File: config.mk
export PLATFORM = sky130hd
export DESIGN_NAME = dram_rom_ems_decoder
export DESIGN_NICKNAME = d
export VERILOG_FILES = /design/src/hw/pin_sync.v /design/src/hw/dram_rom_ems_decoder.v
export VERILOG_INCLUDE_DIRS = /design/src /design/src/hw
export SDC_FILE = /design/constraint.sdc
export NUM_CORES = 1
export LEC_CHECK = 0
export BUFFER_PORTS_ARGS = -buffer_cell sky130_fd_sc_hd__buf_4
export CAP_MARGIN = 30
export CORE_MARGIN = 5
export CORE_UTILIZATION = 34
export DETAILED_ROUTE_END_ITERATION = 16
export GPL_TIMING_DRIVEN = 0
export PLACE_DENSITY = 0.63
export SYNTH_ARGS = -nofsm -noshare
export SYNTH_HDL_FRONTEND = slang
export SYNTH_HIERARCHICAL = 1
export SYNTH_SLANG_ARGS = --single-unit
File: constraint.sdc
create_clock -name ref_clk -period 1.5 [get_ports ref_clk]
set_input_delay 0 -clock ref_clk [delete_from_list [all_inputs] [get_ports ref_clk]]
set_output_delay 0 -clock ref_clk [all_outputs]
set_load 0.05 [all_outputs]
File: src/hw/dram_rom_ems_defs.vh
`ifndef DRAM_ROM_EMS_DEFS_VH
`define DRAM_ROM_EMS_DEFS_VH
`define ROM_HI_BASE      20'hfe000
`define ROM_HI_TOP       20'hfffff
`define ROM_LO_BASE      20'hf6000
`define ROM_LO_TOP       20'hfdfff
`define SYS_TOP_STD      20'h9ffff
`define EMS_BASE         20'hd0000
`define EMS_TOP          20'hdffff
`define MA_W             10
`define BANKS            10
`define CAS_W            8
`define PAGE_BIT         5
`define PH_IDLE          2'h0
`define PH_ROW           2'h1
`define PH_COL           2'h2
`define PH_CAS           2'h3
`define WR_EXTRA         2'h1
`define PAR_CHECK        3'h4
`define PAR_DONE         3'h5
`endif

File: src/hw/pin_sync.v
`timescale 1ns/1ps
// Three-stage synchroniser; output changes only once stages two and three
// agree, so a single-cycle glitch out of stage one is never accepted.
module pin_sync (
  input  wire ref_clk,
  input  wire rst,
  input  wire din,
  output reg  dout
);
  reg s1_ff;
  reg s2_ff;
  reg s3_ff;
  always @(posedge ref_clk) begin
    if (rst) begin
      s1_ff <= 1'b0;
      s2_ff <= 1'b0;
      s3_ff <= 1'b0;
      dout  <= 1'b0;
    end else begin
      s1_ff <= din;
      s2_ff <= s1_ff;
      s3_ff <= s2_ff;
      if (s2_ff == s3_ff) begin
        dout <= s3_ff;
      end
    end
  end
endmodule

File: src/hw/dram_rom_ems_decoder.v
`timescale 1ns/1ps
`include "dram_rom_ems_defs.vh"
// Functional notes
// Parity error output driven from checker
// Channel check low on expanded parity error
// System RAM errors never hit channel check
// Processor clock references cycle timing
// Strobe timing from triple-rate clock; input is never read, sequencer steps once per ref_clk cycle
// Delay-line select switches timing source
// Address tap low selects column address
// Column tap gates column strobes
// Upper ROM select FE000 to FFFFF
// Lower ROM select F6000 to FDFFF
// Ten row strobes, one per bank
// Ten-bit muxed address plus bit8 copy
// Small DRAM type select changes organisation
// Megabit select splits 640K/384K
// Buffer direction low on device/RAM reads
// RAM access flag low on RAM access
// Expanded valid low on expanded access
// Inverted page bit5 during expanded access
// Board may decode CAS with page bit
// DMA page drives A19-A16 when enabled
// Parity bit exchanged on data bit 8
// Two switches select system RAM size
// Three switches per expansion board
// Parity generated on write, checked on read
// Write column strobe delayed versus read
module dram_rom_ems_decoder (
  input  wire        ref_clk,
  input  wire        rst_n,
  input  wire [19:0] cpuAddr,
  input  wire [7:0]  cpuDataIn,
  input  wire        memRd_n,
  input  wire        memWr_n,
  input  wire        ioRd_n,
  input  wire        triple_rate_clock_in,
  input  wire        timing_source_select,
  input  wire        address_tap_in,
  input  wire        column_tap_in,
  input  wire        small_dram_type_select,
  input  wire        megabit_dram_select,
  input  wire        ram_size_switch_a,
  input  wire        ram_size_switch_b,
  input  wire [8:0]  expansion_board_addr_switches,
  input  wire [5:0]  activePage,
  input  wire [3:0]  dmaPage,
  input  wire        dma_addr_enable,
  input  wire        parityDataIn,
  output reg         parity_error_out,
  output reg         channelCheckOut,
  output reg         channelCheckOe,
  output reg         upper_rom_select,
  output reg         lower_rom_select,
  output reg  [9:0]  rowStrobe_n,
  output reg  [7:0]  colStrobe_n,
  output reg  [9:0]  dram_mux_addr,
  output reg         dram_mux_addr_bit8_copy,
  output reg         bufferDir,
  output reg         ram_access_flag,
  output reg         expanded_access_valid,
  output reg         page_bit5_inverted,
  output reg  [3:0]  dmaAddrOut,
  output reg         dmaAddrOe,
  output reg         parityDataOut,
  output reg         parityDataOe,
  output reg  [2:0]  boardSel
);
  // ------------------------------------------------------------------
  // Input synchronisers
  // ------------------------------------------------------------------
  // Reset is active low at the pin; internally used as a sync high reset.
  wire rst;
  wire rdS;
  wire wrS;
  wire aTapS;
  wire cTapS;
  wire parS;
  assign rst = ~rst_n;
  pin_sync uRd (.ref_clk(ref_clk), .rst(rst), .din(~memRd_n), .dout(rdS));
  pin_sync uWr (.ref_clk(ref_clk), .rst(rst), .din(~memWr_n), .dout(wrS));
  pin_sync uAt (.ref_clk(ref_clk), .rst(rst), .din(address_tap_in),
                .dout(aTapS));
  pin_sync uCt (.ref_clk(ref_clk), .rst(rst), .din(column_tap_in),
                .dout(cTapS));
  pin_sync uPa (.ref_clk(ref_clk), .rst(rst), .din(parityDataIn),
                .dout(parS));

  // ------------------------------------------------------------------
  // Address decode
  // ------------------------------------------------------------------
  function inRange;
    input [19:0] a;
    input [19:0] lo;
    input [19:0] hi;
    begin
      inRange = (a >= lo) && (a <= hi);
    end
  endfunction

  wire [19:0] sysTop;
  wire        isUpperRom;
  wire        isLowerRom;
  wire        isSys;
  wire        isEms;
  wire        isRam;
  wire        access;
  wire        romRd;
  // Size switches shrink system RAM in 128K steps below 640K; a megabit
  // part always provides the full 640K and the rest as expanded memory.
  assign sysTop = megabit_dram_select ? `SYS_TOP_STD :
                  (`SYS_TOP_STD - {1'b0, ram_size_switch_b,
                   ram_size_switch_a, 17'h00000});
  assign isUpperRom = inRange(cpuAddr, `ROM_HI_BASE, `ROM_HI_TOP);
  assign isLowerRom = inRange(cpuAddr, `ROM_LO_BASE, `ROM_LO_TOP);
  assign isSys = cpuAddr <= sysTop;
  assign isEms = inRange(cpuAddr, `EMS_BASE, `EMS_TOP);
  assign isRam = isSys | isEms;
  assign access = rdS | wrS;
  assign romRd = rdS & (isUpperRom | isLowerRom);

  // ------------------------------------------------------------------
  // Strobe sequencer
  // ------------------------------------------------------------------
  reg [1:0] phase_ff;
  reg [1:0] nxt_phase;
  reg [1:0] wrWait_ff;
  reg       cycEms_ff;
  reg [2:0] casCnt_ff;
  wire      toCol;
  wire      casOk;
  // The triple-rate clock is phase locked to this clock, so it cannot be
  // sampled here; its three periods per cycle are taken as one step each
  // cycle. Delay-line mode takes its steps from the synchronised taps.
  assign toCol = timing_source_select ? ~aTapS : 1'b1;
  assign casOk = timing_source_select ? cTapS : 1'b1;

  always @* begin
    nxt_phase = phase_ff;
    case (phase_ff)
      `PH_IDLE: if (access & isRam) nxt_phase = `PH_ROW;
      `PH_ROW:  if (toCol) nxt_phase = `PH_COL;
      `PH_COL:  if (casOk && (!wrS || wrWait_ff == `WR_EXTRA))
                  nxt_phase = `PH_CAS;
      `PH_CAS:  if (!access) nxt_phase = `PH_IDLE;
      default:  nxt_phase = `PH_IDLE;
    endcase
    if (!access) nxt_phase = `PH_IDLE;
  end

  // Bank from address: 64K per bank on small parts, else 256K per bank.
  wire [3:0] bank;
  assign bank = isEms ? 4'h9 :
                small_dram_type_select ? {1'b0, cpuAddr[18:16]} :
                {2'b00, cpuAddr[19:18]};

  always @(posedge ref_clk) begin
    if (rst) begin
      phase_ff    <= `PH_IDLE;
      casCnt_ff   <= 3'h0;
      wrWait_ff   <= 2'h0;
      cycEms_ff   <= 1'b0;
      rowStrobe_n <= 10'h3ff;
      colStrobe_n <= 8'hff;
      dram_mux_addr <= 10'h000;
      dram_mux_addr_bit8_copy <= 1'b0;
    end else begin
      phase_ff  <= nxt_phase;
      if (phase_ff != `PH_CAS)
        casCnt_ff <= 3'h0;
      else if (casCnt_ff != `PAR_DONE)
        casCnt_ff <= casCnt_ff + 3'h1;
      if (phase_ff == `PH_COL && wrS && wrWait_ff != `WR_EXTRA)
        wrWait_ff <= wrWait_ff + 2'h1;
      else if (phase_ff != `PH_COL)
        wrWait_ff <= 2'h0;
      if (phase_ff == `PH_IDLE)
        cycEms_ff <= isEms;
      rowStrobe_n <= 10'h3ff;
      if (nxt_phase != `PH_IDLE)
        rowStrobe_n[bank] <= 1'b0;
      colStrobe_n <= (nxt_phase == `PH_CAS) ? 8'h00 : 8'hff;
      if (nxt_phase == `PH_ROW || nxt_phase == `PH_IDLE) begin
        dram_mux_addr <= cpuAddr[`MA_W-1:0];
        dram_mux_addr_bit8_copy <= cpuAddr[8];
      end else begin
        dram_mux_addr <= cpuAddr[19:`MA_W];
        dram_mux_addr_bit8_copy <= cpuAddr[18];
      end
    end
  end

  // ------------------------------------------------------------------
  // Parity and channel check
  // ------------------------------------------------------------------
  // Parity is checked once, late in the CAS phase, after the DRAM bit
  // has passed the synchroniser; an earlier look would see a stale bit.
  wire parityBit;
  wire parityErr;
  assign parityBit = ~^cpuDataIn;
  assign parityErr = (phase_ff == `PH_CAS) && (casCnt_ff == `PAR_CHECK) &&
                     rdS && (parS != parityBit);

  always @(posedge ref_clk) begin
    if (rst) begin
      parity_error_out <= 1'b0;
      channelCheckOut  <= 1'b0;
      channelCheckOe   <= 1'b0;
      parityDataOut    <= 1'b0;
      parityDataOe     <= 1'b0;
    end else begin
      parity_error_out <= parityErr;
      parityDataOut <= parityBit;
      parityDataOe  <= wrS & isRam;
      // Set beats the write release so an error is never lost.
      if (parityErr & cycEms_ff)
        channelCheckOe <= 1'b1;
      else if (wrS)
        channelCheckOe <= 1'b0;
    end
  end

  // ------------------------------------------------------------------
  // Select, buffer and DMA outputs
  // ------------------------------------------------------------------
  always @(posedge ref_clk) begin
    if (rst) begin
      upper_rom_select      <= 1'b1;
      lower_rom_select      <= 1'b1;
      bufferDir             <= 1'b1;
      ram_access_flag       <= 1'b1;
      expanded_access_valid <= 1'b1;
      page_bit5_inverted    <= 1'b1;
      dmaAddrOut            <= 4'h0;
      dmaAddrOe             <= 1'b0;
      boardSel              <= 3'h0;
    end else begin
      upper_rom_select <= ~(access & isUpperRom);
      lower_rom_select <= ~(access & isLowerRom);
      bufferDir <= ~((rdS & isRam) | romRd | ~ioRd_n);
      ram_access_flag <= ~(access & isRam);
      expanded_access_valid <= ~(access & isEms);
      page_bit5_inverted <= (access & isEms) ?
                            ~activePage[`PAGE_BIT] : 1'b1;
      dmaAddrOut <= dmaPage;
      dmaAddrOe  <= ~dma_addr_enable;
      // Board address picks from three switch groups by page bits 4 and 3.
      case (activePage[4:3])
        2'h0:    boardSel <= expansion_board_addr_switches[2:0];
        2'h1:    boardSel <= expansion_board_addr_switches[5:3];
        default: boardSel <= expansion_board_addr_switches[8:6];
      endcase
    end
  end
endmodule

* Word level (Yosys, flattened, before mapping)
Index checks and enable logic that the tools add are counted.
** Storage, ports and cells
- Bits of input ports :: 62
- Output and inout port bits :: 48
- Word-level logic and storage cells :: 140
- Register bits after elaboration :: 75
** Cells by class
- Bitwise logic cells :: 26
- Eq/ne operators :: 18
- Reductions and logical operators :: 23
- $add $sub $neg :: 3
- Multiplexer cells :: 20
- Order comparisons :: 9
** Operator list (number)
- $ge A20 B20 Y1 const B :: 3
- $le A20 B20 Y1 const B :: 3
- $le A20 B20 Y1 :: 1
- $mux W20 :: 1
- $sub A20 B19 Y20 const A :: 1
- $mux W2 :: 6
- $not A1 Y1 :: 12
- $logic_and A1 B1 Y1 :: 10
- $mux W10 :: 1
- $not A10 Y10 :: 1
- $and A1 B1 Y1 :: 8
- $eq A2 B1 Y1 const B :: 4
- $mux W8 :: 1
- $pmux W2 S4 :: 1
- $reduce_xnor A8 Y1 :: 1
- $eq A2 B2 Y1 const B :: 3
- $logic_not A2 Y1 :: 3
- $mux W1 :: 6
- $pmux W3 S2 :: 1
- $reduce_bool A2 Y1 :: 3
- $eq A1 B1 Y1 :: 5
- $lt A4 B5 Y1 const B :: 1
- $or A1 B1 Y1 :: 5
- $demux W1 S4 :: 1
- 14 further kinds :: 17

* Logic depth before layout (Yosys ltp)
Gate-level depths: netlist (run 1).
- Depth after elaboration :: 11
- Depth in mapped cells :: 9
- Mapped depth without buffers :: 9

* Hierarchy
The synthesis (run 1) kept the hierarchy.
** Modules (own cells, without submodules)
- dram_rom_ems_decoder :: area each 2009.4 um^2, instances 1, cells an instance 216, seq. area each 940.9 um^2
- pin_sync :: area each 112.6 um^2, instances 5, cells an instance 10, seq. area each 80.1 um^2

* Least setup slack after synthesis (run 1)
Ideal clock, no wire load.
- Kind :: input-to-reg
- Start point :: input ram_size_switch_a
- End point :: register rowStrobe_n[3]
- Library setup time :: 0.125 ns
- Buffers on the path :: 0
- Required time :: 1.375 ns
- Cell stages on the path :: 9
- Setup slack :: -0.030 ns
- Arrival time :: 1.405 ns
- Cell sequence :: inv_1 ha_1 nand2b_1 ha_1 a21o_1 a21oi_1 a211oi_2 a221oi_2 nand2_1
** On the way
- Word-level cells in the longest chain between the ends :: 10
** Ends and longest elaborated chain
- from (decl) :: RTL line dram_rom_ems_decoder.v:43 : input wire ram_size_switch_a,
- $sub A20 B19 Y20 (no line)
- $mux W20 :: RTL line dram_rom_ems_decoder.v:111 : assign sysTop = megabit_dram_select ? `SYS_TOP_STD :
- $le A20 B20 Y1 :: RTL line dram_rom_ems_decoder.v:116 : assign isSys = cpuAddr <= sysTop;
- $or A1 B1 Y1 :: RTL line dram_rom_ems_decoder.v:118 : assign isRam = isSys | isEms;
- $and A1 B1 Y1 :: RTL line dram_rom_ems_decoder.v:141 : `PH_IDLE: if (access & isRam) nxt_phase = `PH_ROW;
- $mux W2 :: RTL line dram_rom_ems_decoder.v:141
- $pmux W2 S4 :: RTL line dram_rom_ems_decoder.v:140 : case (phase_ff)
- $mux W2 :: RTL line dram_rom_ems_decoder.v:148 : if (!access) nxt_phase = `PH_IDLE;
- $reduce_bool A2 Y1 (no line)
- $reduce_and A2 Y1 (no line)
- to (signal assigned) :: RTL line dram_rom_ems_decoder.v:163 : rowStrobe_n <= 10'h3ff;
- to (signal assigned) :: RTL line dram_rom_ems_decoder.v:179 : rowStrobe_n <= 10'h3ff;
- to (signal, indexed assignment) :: RTL line dram_rom_ems_decoder.v:181 : rowStrobe_n[bank] <= 1'b0;
- to (decl) :: RTL line dram_rom_ems_decoder.v:55 : output reg [9:0] rowStrobe_n,
Every way passes these cells.
A chain may end at the register's enable or synchronous reset.

* Final worst setup path (run 1)
- Start point :: input cpuAddr[13]
- End point :: register phase_ff[0]
** On the way
- Word-level cells in the longest chain between the ends :: 7
- Elaborated cells on any way between the ends :: 9
- Classes of those cells :: order compare (3); mux (3); bitwise (2); reduce/logical (1)
** Ends and longest elaborated chain
- from (decl) :: RTL line dram_rom_ems_decoder.v:32 : input wire [19:0] cpuAddr,
- $ge A20 B20 Y1 / $le A20 B20 Y1 (equally long branches) :: RTL line dram_rom_ems_decoder.v:97 : inRange = (a >= lo) && (a <= hi);
- $logic_and A1 B1 Y1 :: RTL line dram_rom_ems_decoder.v:97
- $or A1 B1 Y1 (*) :: RTL line dram_rom_ems_decoder.v:118
- $and A1 B1 Y1 (*) :: RTL line dram_rom_ems_decoder.v:141
- $mux W2 (*) :: RTL line dram_rom_ems_decoder.v:141
- $pmux W2 S4 (*) :: RTL line dram_rom_ems_decoder.v:140
- $mux W2 (*) :: RTL line dram_rom_ems_decoder.v:148
- to (signal assigned) :: RTL line dram_rom_ems_decoder.v:159 : phase_ff <= `PH_IDLE;
- to (signal assigned) :: RTL line dram_rom_ems_decoder.v:168 : phase_ff <= nxt_phase;
- to (decl) :: RTL line dram_rom_ems_decoder.v:125 : reg [1:0] phase_ff;
Mark *: on every way between the ends. The rest lies on a longest branch, timed or not.

==> tab_implementation.tex, run 1 <==
\begin{tabular}{lr}
\hline
Metric & Value \\
\hline
\multicolumn{2}{l}{\textbf{GRT}} \\
\quad Overflow left after global routing & 0 \\
\quad Grt peak-use layer & met2 \\
\quad Wire length of the first global-routing pass & 11000 um \\
\quad GRT Resource Usage Total & 14.3\% \\
\quad Met3 track demand over resource in global routing & approximately 5.7\% \\
\quad Number of global-route vias before repair & 2335 \\
\quad Met1 track demand over resource & 17.3\% \\
\quad Maximum number of pins on one net before global-route repair & 18 \\
\quad Number of antenna violations at the first check in global routing & 0 \\
\quad Met2 Usage GRT & a little under a quarter \\
\multicolumn{2}{l}{\textbf{Placement}} \\
\quad IO buf count & a little over 100 \\
\quad Last weighted congestion value of the routability-driven placer & $\sim$0.73 \\
\quad Dpl cell area & between 3000 and 4000 um\^{}2 \\
\quad HPWL reported at the end of detailed placement & 4680 um \\
\quad Setup Slack @ Placement & -303 ps \\
\quad Instance count after placement with tap cells included & 469 \\
\multicolumn{2}{l}{\textbf{Floorplan}} \\
\quad Y dimension of the die & approximately 97 um \\
\quad Std-Cell Core Area & 7290 um\^{}2 \\
\quad Number of primary I/O pins & 110 \\
\quad Die outline width & 97.0 um \\
\quad Number of standard-cell rows in the floorplan & 31 \\
\quad Initial cell density of the core & 35.3\% \\
\quad DIE AREA & 9410 um\^{}2 \\
\multicolumn{2}{l}{\textbf{Cells and area}} \\
\quad Number of antenna cells inserted & 0 \\
\quad Multi-input combinational cell area & 1180 um\^{}2 \\
\quad Share of final-layout standard cells stronger than drive strength 1 & a little over a third \\
\quad Area of all placed cells without fillers & about 4300 um\^{}2 \\
\quad Layout Nets & 492 \\
\quad Number of fill cells in the layout & 674 \\
\quad Non-Filler Instances & $\sim$530 \\
\quad Layout Area Growth over Synthesis & 65.9\% \\
\quad Share of the core filled with cells in the final layout & 58.5\% \\
\quad Sequential Area & 1340 um\^{}2 \\
\multicolumn{2}{l}{\textbf{Timing}} \\
\quad Setup violation total in the final timing report & 0 \\
\quad Upper clock frequency limit & 0.667 GHz \\
\quad Final total negative setup slack & 0 ps \\
\quad Number of pins exceeding their max-slew limit in the final report & 0 \\
\quad Portion of the clock cycle consumed by the worst path in the final layout & 100\% \\
\quad Post-route setup slack & 0.659 ps \\
\quad Tightest Pin Transition & 673 ps \\
\quad Worst slew margin relative to its limit & 55.2\% \\
\quad Final critical-path required period & $\sim$1500 ps \\
\quad Layout Skew & 9.17 ps \\
\quad Final Hold Vio Count & 0 \\
\multicolumn{2}{l}{\textbf{Detailed routing}} \\
\quad Antenna Violating Nets Remaining & 0 \\
\quad Final WL & between 6000 and 7000 um \\
\quad Total number of vias & 2337 \\
\quad Violation count after the first detailed-route iteration & 43 \\
\quad Post-detailed-route wirelength per cell & 12.8 um \\
\quad 1st-pass router iterations & 4 \\
\quad Via density per instance & 4.44 \\
\quad Residual DRC count & 0 \\
\multicolumn{2}{l}{\textbf{Yosys}} \\
\quad Top cells by instance count after synthesis & dfxtp\_1, nor2\_1, nand2\_1 \\
\quad Most numerous cell in the Yosys netlist & dfxtp\_1 \\
\quad Sequential area share after synthesis & about 52\% \\
\quad Netlist Area Pre-Place & 2570 um\^{}2 \\
\quad Post-synthesis mux area share & 5.45\% \\
\quad Gate Count Post-Synth & 266 \\
\quad Adder and majority gate portion of the synthesized area & 3.89\% \\
\quad Net count after synthesis & approximately 340 \\
\quad Simple-gate share of the synthesized area & 19.8\% \\
\quad Yosys top cell by area & dfxtp\_1 \\
\quad Synthesis Warnings & 6 \\
\quad Most instantiated flip-flop cell in the synthesis netlist & dfxtp\_1 \\
\quad Number of enable flip-flop cells after synthesis & 0 \\
\quad Largest family of logic cells by synthesized area & simple AND/OR/NAND/NOR gates \\
\quad Count of different cell masters after synthesis & 40 \\
\quad Parity-gate share of the synthesized area counting xor and xnor cells & 4.33\% \\
\quad Post-Synthesis Mean Instance Area & 9.67 um\^{}2 \\
\quad FFs w/ async S/R, synth & 0\% \\
\quad Number of synthesized register bits & 67 \\
\quad Post-synth top area share & a little over half \\
\quad Area fraction in compound gates after synthesis & 9.19\% \\
\quad Leading post-synthesis cells by cell area & dfxtp\_1, mux2i\_1, nor2\_1 \\
\multicolumn{2}{l}{\textbf{Clock tree}} \\
\quad CTS clk-pin slew, worst paths & about 70 ps \\
\quad Root buffer cell & clkbuf\_8 \\
\quad Clock sink count & 67 \\
\quad Number of buffers on the longest clock path & 2 \\
\quad TritonCTS clock tree & yes \\
\quad Depth of the CTS H-tree & 3 \\
\quad Num CTS Buffers & 9 \\
\quad Source-to-sink clock delay at the later pin of the worst-skew pair & around 340 ps \\
\multicolumn{2}{l}{\textbf{Power and ir drop}} \\
\quad Maximum VDD drop & 0.000683 V \\
\quad Leak pwr & 0.00188 uW \\
\quad Power per unit of standard cell area & 1090 nW/um\^{}2 \\
\multicolumn{2}{l}{\textbf{Min path}} \\
\quad Startpoint of the most critical hold path & cpuAddr[19] \\
\quad Hold depth & 4 \\
\quad Path category of the worst min-delay check & input pin to flop \\
\quad Min-Delay Endpoint & rowStrobe\_n[6]\$\_SDFF\_PN1\_ \\
\multicolumn{2}{l}{\textbf{Critical path}} \\
\quad Required arrival time at the worst endpoint & 1730 ps \\
\quad Path type of the worst setup path & input pin to flop \\
\quad Beginning of the critical path & cpuAddr[13] \\
\quad Data arrival at the endpoint of the critical path & about 1700 ps \\
\quad Startpoint types & input pin \\
\quad Largest fanout of any net on the critical path & 4 \\
\quad Capture instance of the worst register-to-register path & phase\_ff[0]\$\_SDFF\_PN0\_ \\
\quad Type of element capturing the critical path & flop \\
\quad Worst R2R Start & uWr/dout\$\_SDFFE\_PP0N\_ \\
\quad Number of cells traversed by the worst register-to-register path & 5 \\
\quad Setup slack on the worst flop-to-flop path & 120 ps \\
\multicolumn{2}{l}{\textbf{Outcome}} \\
\quad Result of the run & complete, no violations \\
\multicolumn{2}{l}{\textbf{Run}} \\
\quad Number of maximum-capacitance violations & 0 \\
\hline
\end{tabular}
==> cell families (layout without fill, tap and decap cells) <==
group,Yosys count,count (layout)
flops,67,67
mux,14,14
other cells,2,2
buf+inv,24,185
simple gates,103,103
compound gates,37,37
xor+xnor,11,11
fa+ha+maj,8,8
==> worst max-delay path by stage <==
stage / to / slack [ps] / cells past startpoint
2_1_floorplan: rowStrobe_n[0]$_SDFF_PN1_ / 4 / 9
3_3_place_gp: parityDataOut$_SDFF_PN0_ / -390 / 5
3_5_place_dp: rowStrobe_n[1]$_SDFF_PN1_ / -300 / 10
4_1_cts: dram_mux_addr[0]$_SDFF_PN0_ / 8 / 6
5_1_grt: phase_ff[0]$_SDFF_PN0_ / -30 / 8
6_report: phase_ff[0]$_SDFF_PN0_ / 0.7 / 8
==> per-layer routing <==
layer | share of wire [%] | wire length [um]
met5 | 0 | 0
met2 | 48 | 3260
met4 | 1.9 | 127
met1 | 43 | 2870
met3 | 7.1 | 478
==> layout make-up <==
cell class	instances	area share, %
Clock buffer	9	2.90
Timing Repair Buffer	145	28.0
Tap cell	99	2.90
Buffer	14	2.23
Multi-Input combinational cell	175	27.7
Sequential cell	67	31.4
Inverter	10	0.997
Clock inverter	7	3.84
==> registers in the layout (all words and copies together) (netlist names), 2 cells and up <==
name and cells:
casCnt_ff 3, phase_ff 2, dmaAddrOut 4, dram_mux_addr 10
rowStrobe_n 10, boardSel 3, wrWait_ff 2
==> power by group <==
group / internal (uW) / switching [uW] / total, uW
clock network: 1440 / 694 / 2130
logic: 334 / 346 / 680
registers: 1830 / 17.7 / 1850
==> worst max-delay path: stages <==
cell	delay (ps)
dlygate4sd3_1	560
buf_4	160
nand2_1	110
nor3_2	80
a211oi_4	400
buf_4	190
o21ai_1	50
o21a_1	170
==> per-stage QoR <==
step	total power, uW	hold WS [ps]
6_report	4660	33.6
3_5_place_dp	2450	161
3_3_place_gp	2450	157
4_1_cts	4700	8.86
5_1_grt	4860	50.1
2_1_floorplan	2210	72.4
==> placed cells by master, fill, tap and decap left out, drive strengths merged, types with 10 or more instances in the layout <==
master / n
a21oi: 16
buf: 118
clkbuf: 11
dfxtp: 67
dlygate4sd3: 39
inv: 10
mux2i: 14
nand2: 24
nor2: 31
nor2b: 17
==> repair_timing <==
action,4_1_cts,5_1_grt
hold endpoints to repair,36,0
hold buffers,39,0
endpoints found under the setup margin,0,20
gates resized for setup,0,10
setup buffers,0,2
Power figures use the tool's default switching activity.
==> run 2, diff against run 1 <==
- ABC_AREA: not set -> 1
- PLACE_DENSITY: 0.63 -> 0.62
==> tab_implementation.tex, run 2 <==
\begin{tabular}{lr}
\hline
Metric & Value \\
\hline
\multicolumn{2}{l}{\textbf{Outcome}} \\
\quad Result of the run & complete, no violations \\
\multicolumn{2}{l}{\textbf{Placement}} \\
\quad Last weighted congestion value of the routability-driven placer & 0.826 (+13\%) \\
\quad IO buf count & 103 (unchanged) \\
\quad HPWL reported at the end of detailed placement & 5120 um (+9.5\%) \\
\quad Setup Slack @ Placement & -52.5 ps (+250 ps) \\
\quad Instance count after placement with tap cells included & 581 (+24\%) \\
\multicolumn{2}{l}{\textbf{Yosys}} \\
\quad FFs w/ async S/R, synth & 0\% (unchanged) \\
\quad Post-synth top area share & 48.7\% (-3.5 points) \\
\quad Most numerous cell in the Yosys netlist & nand2\_1 \\
\quad Post-Synthesis Mean Instance Area & 7.33 um\^{}2 (-24\%) \\
\quad Number of synthesized register bits & 67 (unchanged) \\
\quad Net count after synthesis & 446 (+33\%) \\
\quad Leading post-synthesis cells by cell area & dfxtp\_1, nand2\_1, nor2\_1 \\
\quad Number of enable flip-flop cells after synthesis & 0 (unchanged) \\
\quad Count of different cell masters after synthesis & 27 (-33\%) \\
\quad Gate Count Post-Synth & 376 (+41\%) \\
\quad Most instantiated flip-flop cell in the synthesis netlist & dfxtp\_1 \\
\quad Yosys top cell by area & dfxtp\_1 \\
\quad Synthesis Warnings & 6 (unchanged) \\
\quad Sequential area share after synthesis & 48.7\% (-3.5 points) \\
\quad Top cells by instance count after synthesis & nand2\_1, dfxtp\_1, nor2\_1 \\
\quad Netlist Area Pre-Place & 2760 um\^{}2 (+7.1\%) \\
\multicolumn{2}{l}{\textbf{Cells and area}} \\
\quad Share of final-layout standard cells stronger than drive strength 1 & 27.5\% (-7.4 points) \\
\quad Layout Nets & 599 (+22\%) \\
\quad Most common library cell in the layout ignoring fill and taps & buf\_4 \\
\quad Share of the core filled with cells in the final layout & 55.3\% (-3.2 points) \\
\quad Number of antenna cells inserted & 0 (unchanged) \\
\quad Layout Area Growth over Synthesis & 56.8\% \\
\quad Commonest cells after routing, fill and taps aside & buf\_4, nand2\_1, dfxtp\_1, nor2\_1, inv\_1 \\
\quad Biggest registers after layout & dram\_mux\_addr: 10 flops, rowStrobe\_n: 10 flops, dmaAddrOut: 4 flops \\
\quad Non-Filler Instances & 636 (+21\%) \\
\multicolumn{2}{l}{\textbf{Clock tree}} \\
\quad Clock sink count & 67 (unchanged) \\
\quad Depth of the CTS H-tree & 3 (unchanged) \\
\quad CTS clk-pin slew, worst paths & 70 ps (about the same) \\
\quad Root buffer cell & clkbuf\_8 \\
\quad Num CTS Buffers & 9 (unchanged) \\
\quad Setup Fix Bufs, Post-CTS & 0 (unchanged) \\
\quad Number of buffers on the longest clock path & 2 (unchanged) \\
\quad Source-to-sink clock delay at the later pin of the worst-skew pair & 340 ps (about the same) \\
\quad TritonCTS clock tree & yes \\
\multicolumn{2}{l}{\textbf{Power and ir drop}} \\
\quad Psw & 1020 uW (-3.6\%) \\
\quad Leak pwr & 0.00215 uW (+14\%) \\
\quad Internal Pwr Total & 3270 uW (-9.3\%) \\
\quad Power per unit of standard cell area & 993 nW/um\^{}2 (-9.1\%) \\
\quad Maximum VDD drop & 0.000573 V (-16\%) \\
\quad Switching power as a share of total power & 23.8\% (+1.1 points) \\
\quad Combinational cell fraction of total power & 14.8\% (+0.2 points) \\
\quad Flop pwr share & 43.0\% (+3.3 points) \\
\quad Tot Pwr & 4290 uW (-8.1\%) \\
\quad Clock share of power & 42.2\% (-3.6 points) \\
\multicolumn{2}{l}{\textbf{Run}} \\
\quad Number of maximum-capacitance violations & 0 (unchanged) \\
\multicolumn{2}{l}{\textbf{GRT}} \\
\quad Met3 track demand over resource in global routing & 4.03\% (-1.7 points) \\
\quad GRT Resource Usage Total & 14.6\% (+0.31 points) \\
\quad Number of global-route vias before repair & 2694 (+15\%) \\
\quad Grt peak-use layer & met2 \\
\quad Number of antenna violations at the first check in global routing & 0 (unchanged) \\
\quad Wire length of the first global-routing pass & 11800 um (+7.2\%) \\
\quad Met2 Usage GRT & 26.2\% (+3.3 points) \\
\quad Maximum number of pins on one net before global-route repair & 24 (+6) \\
\quad Overflow left after global routing & 0 (unchanged) \\
\quad Met1 track demand over resource & 15.8\% (-1.5 points) \\
\multicolumn{2}{l}{\textbf{Floorplan}} \\
\quad Initial cell density of the core & 35.3\% (about the same) \\
\quad Number of standard-cell rows in the floorplan & 32 (+3.2\%) \\
\quad Number of primary I/O pins & 110 (unchanged) \\
\quad Y dimension of the die & 100 um (+3.1\%) \\
\quad Die outline width & 100 um (+3.1\%) \\
\quad Std-Cell Core Area & 7810 um\^{}2 (+7.1\%) \\
\quad DIE AREA & 10000 um\^{}2 (+6.4\%) \\
\multicolumn{2}{l}{\textbf{Timing}} \\
\quad Setup repair after global routing missed its margin & true \\
\quad Worst slew margin relative to its limit & 55.1\% (-0.061 points) \\
\quad Portion of the clock cycle consumed by the worst path in the final layout & 95.0\% (-5.0 points) \\
\quad Min Hold Slack & 39.9 ps (+6.35 ps) \\
\quad Setup violation total in the final timing report & 0 (unchanged) \\
\quad Final Hold Vio Count & 0 (unchanged) \\
\quad Post-route setup slack & 75.3 ps (+74.7 ps) \\
\quad Number of pins exceeding their max-slew limit in the final report & 0 (unchanged) \\
\quad Tightest Pin Transition & 673 ps (+0.175 ps) \\
\quad Final critical-path required period & 1420 ps (-74.7 ps) \\
\quad Upper clock frequency limit & 0.702 GHz (+5.2\%) \\
\quad Layout Skew & 6.04 ps (-3.14 ps) \\
\multicolumn{2}{l}{\textbf{Critical path}} \\
\quad Setup slack on the worst flop-to-flop path & 120 ps (about the same) \\
\quad Required arrival time at the worst endpoint & 1730 ps (about the same) \\
\quad Data arrival at the endpoint of the critical path & 1650 ps (-80 ps) \\
\quad Largest fanout of any net on the critical path & 8 (+4) \\
\quad Type of element capturing the critical path & flop \\
\quad Startpoint types & input pin \\
\quad Path type of the worst setup path & input pin to flop \\
\multicolumn{2}{l}{\textbf{Detailed routing}} \\
\quad Total number of vias & 2725 (+17\%) \\
\quad Residual DRC count & 0 (unchanged) \\
\quad Post-detailed-route wirelength per cell & 11.1 um (-13\%) \\
\quad Violation count after the first detailed-route iteration & 131 (+200\%) \\
\quad 1st-pass router iterations & 4 (unchanged) \\
\quad Via density per instance & 4.28 (-3.6\%) \\
\quad Final WL & 7060 um (+4.8\%) \\
\quad Antenna Violating Nets Remaining & 0 (unchanged) \\
\multicolumn{2}{l}{\textbf{Min path}} \\
\quad Path category of the worst min-delay check & input pin to flop \\
\hline
\end{tabular}
==> run 2: cell count changes after synthesis, moves of 11 or more <==
cell,previous run,this run
nor2_1,31,57
o21ai_0,2,16
nor2b_1,17,0
nand3_1,4,15
nand2_1,24,102
inv_1,9,56
mux2i_1,14,0
==> run 2: power groups by stage <==
stage	Clock, uW	Sequential (uW)	Combinational (uW)
2_1_floorplan	0	2000	190
3_3_place_gp	0	1880	526
3_5_place_dp	0	1890	538
4_1_cts	1860	1840	626
5_1_grt	1950	1850	692
6_report	1810	1850	633
==> run 2: final timing paths <==
check | start | to | cells past startpoint
worst max-delay path | cpuAddr[17] | rowStrobe_n[0]$_SDFF_PN1_ | 12
worst min-delay path | small_dram_type_select | rowStrobe_n[6]$_SDFF_PN1_ | 4
worst max register to register | wrWait_ff[0]$_SDFFE_PN0P_ | rowStrobe_n[0]$_SDFF_PN1_ | 8
worst min register to register | uRd/s1_ff$_SDFF_PP0_ | uRd/s2_ff$_SDFF_PP0_ | 2
==> run 2: cell families after synthesis <==
| group | synth area share (%) |
|---|---|
| simple gates | 27.9 |
| buf+inv | 11.1 |
| flops | 48.7 |
| compound gates | 8.13 |
| fa+ha+maj | 3.63 |
| other cells | 0.273 |
| xor+xnor | 0.318 |
==> run 2: layout make-up <==
cell class | count | area (um^2)
Inverter | 57 | 214
Buffer | 13 | 91.3
Timing Repair Buffer | 142 | 1160
Clock inverter | 4 | 97.6
Tap cell | 102 | 128
Fill cell | 694 | 3490
Multi-Input combinational cell | 239 | 1140
Sequential cell | 67 | 1340
Clock buffer | 12 | 145
==> run 2: critical path, stage by stage <==
cell,delay [ps]
dlygate4sd3_1,540
buf_4,160
ha_1,270
nand2_1,50
nor2_1,70
nand2_1,60
nor2_1,80
nand2_1,100
nand3_2,80
nand2_2,70
nand2_4,120
nand2_1,60
==> run 2: metal layers <==
layer | wire, um | vias to the layer above
met1 | 2820 | 1191
met3 | 444 | 19
met4 | 184 | 0
li1 | - | 1442
met5 | 0 | -
met2 | 3610 | 73
==> run 2: stage by stage <==
| step | area [um^2] | TNS, ps |
|---|---|---|
| final | 4320 | 0 |
| after global routing | 4320 | -82.2 |
| after CTS | 4300 | 0 |
| after detailed placement | 3660 | -74.0 |
| after global placement | 3660 | -2.42 |
| after floorplan | 2760 | 0 |
==> run 2: timing repair <==
| item | CTS | global route |
|---|---|---|
| gates resized for setup | 1 | 10 |
| endpoints found under the setup margin | 8 | 13 |
| hold endpoints to repair | 27 | 0 |
| hold buffers | 39 | 0 |
| pin swaps | 0 | 4 |
==> run 3, diff against run 2 <==
- PLACE_DENSITY: 0.62 -> not set
==> tab_implementation.tex, run 3 (synthesis results as in run 2) <==
\begin{tabular}{lr}
\hline
Metric & Value \\
\hline
\multicolumn{2}{l}{\textbf{GRT}} \\
\quad GRT Resource Usage Total & 14.2\% (-0.43 points) \\
\quad Maximum number of pins on one net before global-route repair & 24 (unchanged) \\
\quad Number of global-route vias before repair & 2597 (-3.6\%) \\
\quad Wire length of the first global-routing pass & 11300 um (-3.5\%) \\
\quad Overflow left after global routing & 0 (unchanged) \\
\quad Number of antenna violations at the first check in global routing & 0 (unchanged) \\
\multicolumn{2}{l}{\textbf{Timing}} \\
\quad Final Hold Vio Count & 1 (+1) \\
\quad Setup repair after global routing missed its margin & true \\
\quad Number of pins exceeding their max-slew limit in the final report & 0 (unchanged) \\
\quad Setup violation total in the final timing report & 0 (unchanged) \\
\quad Portion of the clock cycle consumed by the worst path in the final layout & 94.8\% (-0.14 points) \\
\quad Layout Skew & 4.09 ps (-1.94 ps) \\
\quad Final critical-path required period & 1420 ps (-2.06 ps) \\
\quad Post-route setup slack & 77.4 ps (+2.06 ps) \\
\quad Upper clock frequency limit & 0.703 GHz (+0.15\%) \\
\quad Tightest Pin Transition & 640 ps (-32.5 ps) \\
\quad Final total negative setup slack & 0 ps (unchanged) \\
\quad Worst slew margin relative to its limit & 57.3\% (+2.2 points) \\
\quad Min Hold Slack & -19.7 ps (-59.6 ps) \\
\multicolumn{2}{l}{\textbf{Cells and area}} \\
\quad Most common library cell in the layout ignoring fill and taps & buf\_4 \\
\quad Layout Nets & 597 (-0.33\%) \\
\quad Commonest cells after routing, fill and taps aside & buf\_4, nand2\_1, dfxtp\_1, nor2\_1, inv\_1 \\
\quad Share of final-layout standard cells stronger than drive strength 1 & 28.0\% (+0.48 points) \\
\quad Layout Area Growth over Synthesis & 55.4\% \\
\quad Biggest registers after layout & dram\_mux\_addr: 10 flops, rowStrobe\_n: 10 flops, dmaAddrOut: 4 flops \\
\quad Share of the core filled with cells in the final layout & 54.8\% (-0.50 points) \\
\multicolumn{2}{l}{\textbf{Floorplan}} \\
\quad DIE AREA & 10000 um\^{}2 (unchanged) \\
\quad Number of primary I/O pins & 110 (unchanged) \\
\quad Die outline width & 100 um (unchanged) \\
\quad Number of standard-cell rows in the floorplan & 32 (unchanged) \\
\quad Std-Cell Core Area & 7810 um\^{}2 (unchanged) \\
\quad Initial cell density of the core & 35.3\% (unchanged) \\
\quad Y dimension of the die & 100 um (unchanged) \\
\multicolumn{2}{l}{\textbf{Critical path}} \\
\quad Data arrival at the endpoint of the critical path & 1650 ps (about the same) \\
\quad Most common cell type on the critical path & nand2\_1 \\
\quad Buffers \& Inverters on Critical Path & 2 (unchanged) \\
\quad Worst R2R Start & phase\_ff[1]\$\_SDFF\_PN0\_ \\
\quad Path type of the worst setup path & input pin to flop \\
\quad Required arrival time at the worst endpoint & 1730 ps (about the same) \\
\quad CP max stage cell & dlygate4sd3\_1 \\
\quad Beginning of the critical path & cpuAddr[17] \\
\quad Startpoint types & input pin \\
\quad Largest fanout of any net on the critical path & 8 (unchanged) \\
\quad Type of element capturing the critical path & flop \\
\quad Number of cells traversed by the worst register-to-register path & 6 (-2) \\
\quad CP cell instances & dlygate4sd3\_1 > buf\_6 > ha\_1 > nand2\_1 > nor2\_1 > nand2\_1 > nor2\_1 > nand2\_1 > nand3\_2 > nand2\_2 > nand2\_4 > nand2\_1 \\
\quad Slowest Stage Delay on Critical Path & 550 ps (about the same) \\
\quad Critical path depth & 12 (unchanged) \\
\quad Dominant delay contributor by cell family on the critical path & simple AND/OR/NAND/NOR gates \\
\multicolumn{2}{l}{\textbf{Detailed routing}} \\
\quad Met1 wire length & 2850 um (+1.1\%) \\
\quad Violation count after the first detailed-route iteration & 116 (-11\%) \\
\quad 1st-pass router iterations & 4 (unchanged) \\
\quad Residual DRC count & 0 (unchanged) \\
\quad Post-detailed-route wirelength per cell & 10.8 um (-2.3\%) \\
\quad Met3 wire length & 491 um (+11\%) \\
\quad Top layer reached by signal wires & met4 \\
\quad Final WL & 6890 um (-2.5\%) \\
\quad Total number of vias & 2695 (-1.1\%) \\
\quad Via density per instance & 4.24 (-0.95\%) \\
\quad Antenna Violating Nets Remaining & 0 (unchanged) \\
\quad Total length of routed met2 wires & 3440 um (-4.8\%) \\
\multicolumn{2}{l}{\textbf{Power and ir drop}} \\
\quad Psw & 1030 uW (+1.5\%) \\
\quad Combinational cell fraction of total power & 16.0\% (+1.2 points) \\
\quad Clock share of power & 36.9\% (-5.3 points) \\
\quad Internal Pwr Total & 2880 uW (-12\%) \\
\quad Power per unit of standard cell area & 915 nW/um\^{}2 (-7.8\%) \\
\quad Flop pwr share & 47.1\% (+4.1 points) \\
\quad Leak pwr & 0.00211 uW (-1.5\%) \\
\quad Switching power as a share of total power & 26.4\% (+2.7 points) \\
\quad Tot Pwr & 3920 uW (-8.7\%) \\
\quad Maximum VDD drop & 0.000529 V (-7.6\%) \\
\multicolumn{2}{l}{\textbf{Clock tree}} \\
\quad TritonCTS clock tree & yes \\
\quad Root buffer cell & clkbuf\_8 \\
\quad Source-to-sink clock delay at the later pin of the worst-skew pair & 330 ps (about the same) \\
\quad CTS clk-pin slew, worst paths & 70 ps (about the same) \\
\quad Number of buffers on the longest clock path & 2 (unchanged) \\
\quad Depth of the CTS H-tree & 3 (unchanged) \\
\quad Num CTS Buffers & 9 (unchanged) \\
\quad Clock sink count & 67 (unchanged) \\
\multicolumn{2}{l}{\textbf{Min path}} \\
\quad Hold depth & 3 (-1) \\
\quad Path category of the worst min-delay check & input pin to flop \\
\quad Startpoint of the most critical hold path & cpuAddr[6] \\
\multicolumn{2}{l}{\textbf{Outcome}} \\
\quad Result of the run & finished with violations \\
\quad Failing checks & hold timing \\
\multicolumn{2}{l}{\textbf{Placement}} \\
\quad Setup Slack @ Placement & -29.6 ps (+23.0 ps) \\
\quad HPWL reported at the end of detailed placement & 5020 um (-1.9\%) \\
\quad IO buf count & 103 (unchanged) \\
\quad Last weighted congestion value of the routability-driven placer & 0.773 (-6.4\%) \\
\multicolumn{2}{l}{\textbf{Run}} \\
\quad Number of maximum-capacitance violations & 0 (unchanged) \\
\hline
\end{tabular}
==> run 3: timing repair <==
action,4_1_cts,5_1_grt
hold buffers,37,0
setup endpoints to repair,0,18
gates resized for setup,0,15
setup buffers,0,0
hold endpoints to repair,27,0
==> run 3: path summary, 6_finish.rpt <==
| check | end | slack [ps] |
|---|---|---|
| worst max register to register | dram_mux_addr[1]$_SDFF_PN0_ | 120 |
| worst min register to register | uPa/s2_ff$_SDFF_PP0_ | 400 |
| worst max-delay path | rowStrobe_n[0]$_SDFF_PN1_ | 80 |
| worst min-delay path | dram_mux_addr[6]$_SDFF_PN0_ | -20 |
==> run 3: routing by layer <==
metal  GRT usage (%)  up-vias
li1                -     1444
met1            15.8     1171
met2            24.6       70
met3            4.79       10
met4            5.91        0
met5               0        -
==> run 3: stage by stage <==
stage / area (um^2) / hold WS [ps] / instances
after global routing: 4280 / -3.11 / 634
after CTS: 4220 / 9.68 / 634
final: 4280 / -19.7 / 635
after floorplan: 2760 / 72.4 / 376
after global placement: 3660 / 157 / 581
after detailed placement: 3660 / 159 / 581
==> run 3: power groups by stage <==
stage / logic [uW] / clock network, uW / registers (uW)
after global placement: 526 / 0 / 1880
final: 626 / 1450 / 1850
after detailed placement: 533 / 0 / 1890
after floorplan: 190 / 0 / 2000
after global routing: 687 / 1600 / 1850
after CTS: 616 / 1510 / 1840
==> run 3: layout make-up <==
| class | instances | area [um^2] |
|---|---|---|
| Clock inverter | 6 | 66.3 |
| Inverter | 57 | 214 |
| Antenna cell | 1 | 2.50 |
| Multi-Input combinational cell | 239 | 1160 |
| Sequential cell | 67 | 1350 |
| Clock buffer | 10 | 128 |
| Timing Repair Buffer | 140 | 1150 |
| Fill cell | 707 | 3530 |
| Tap cell | 102 | 128 |
| Buffer | 13 | 91.3 |
==> run 3: tightest hold or removal path, cell delays in order <==
cell,delay [ps]
buf_4,80
o21ai_0,70
a21oi_1,120
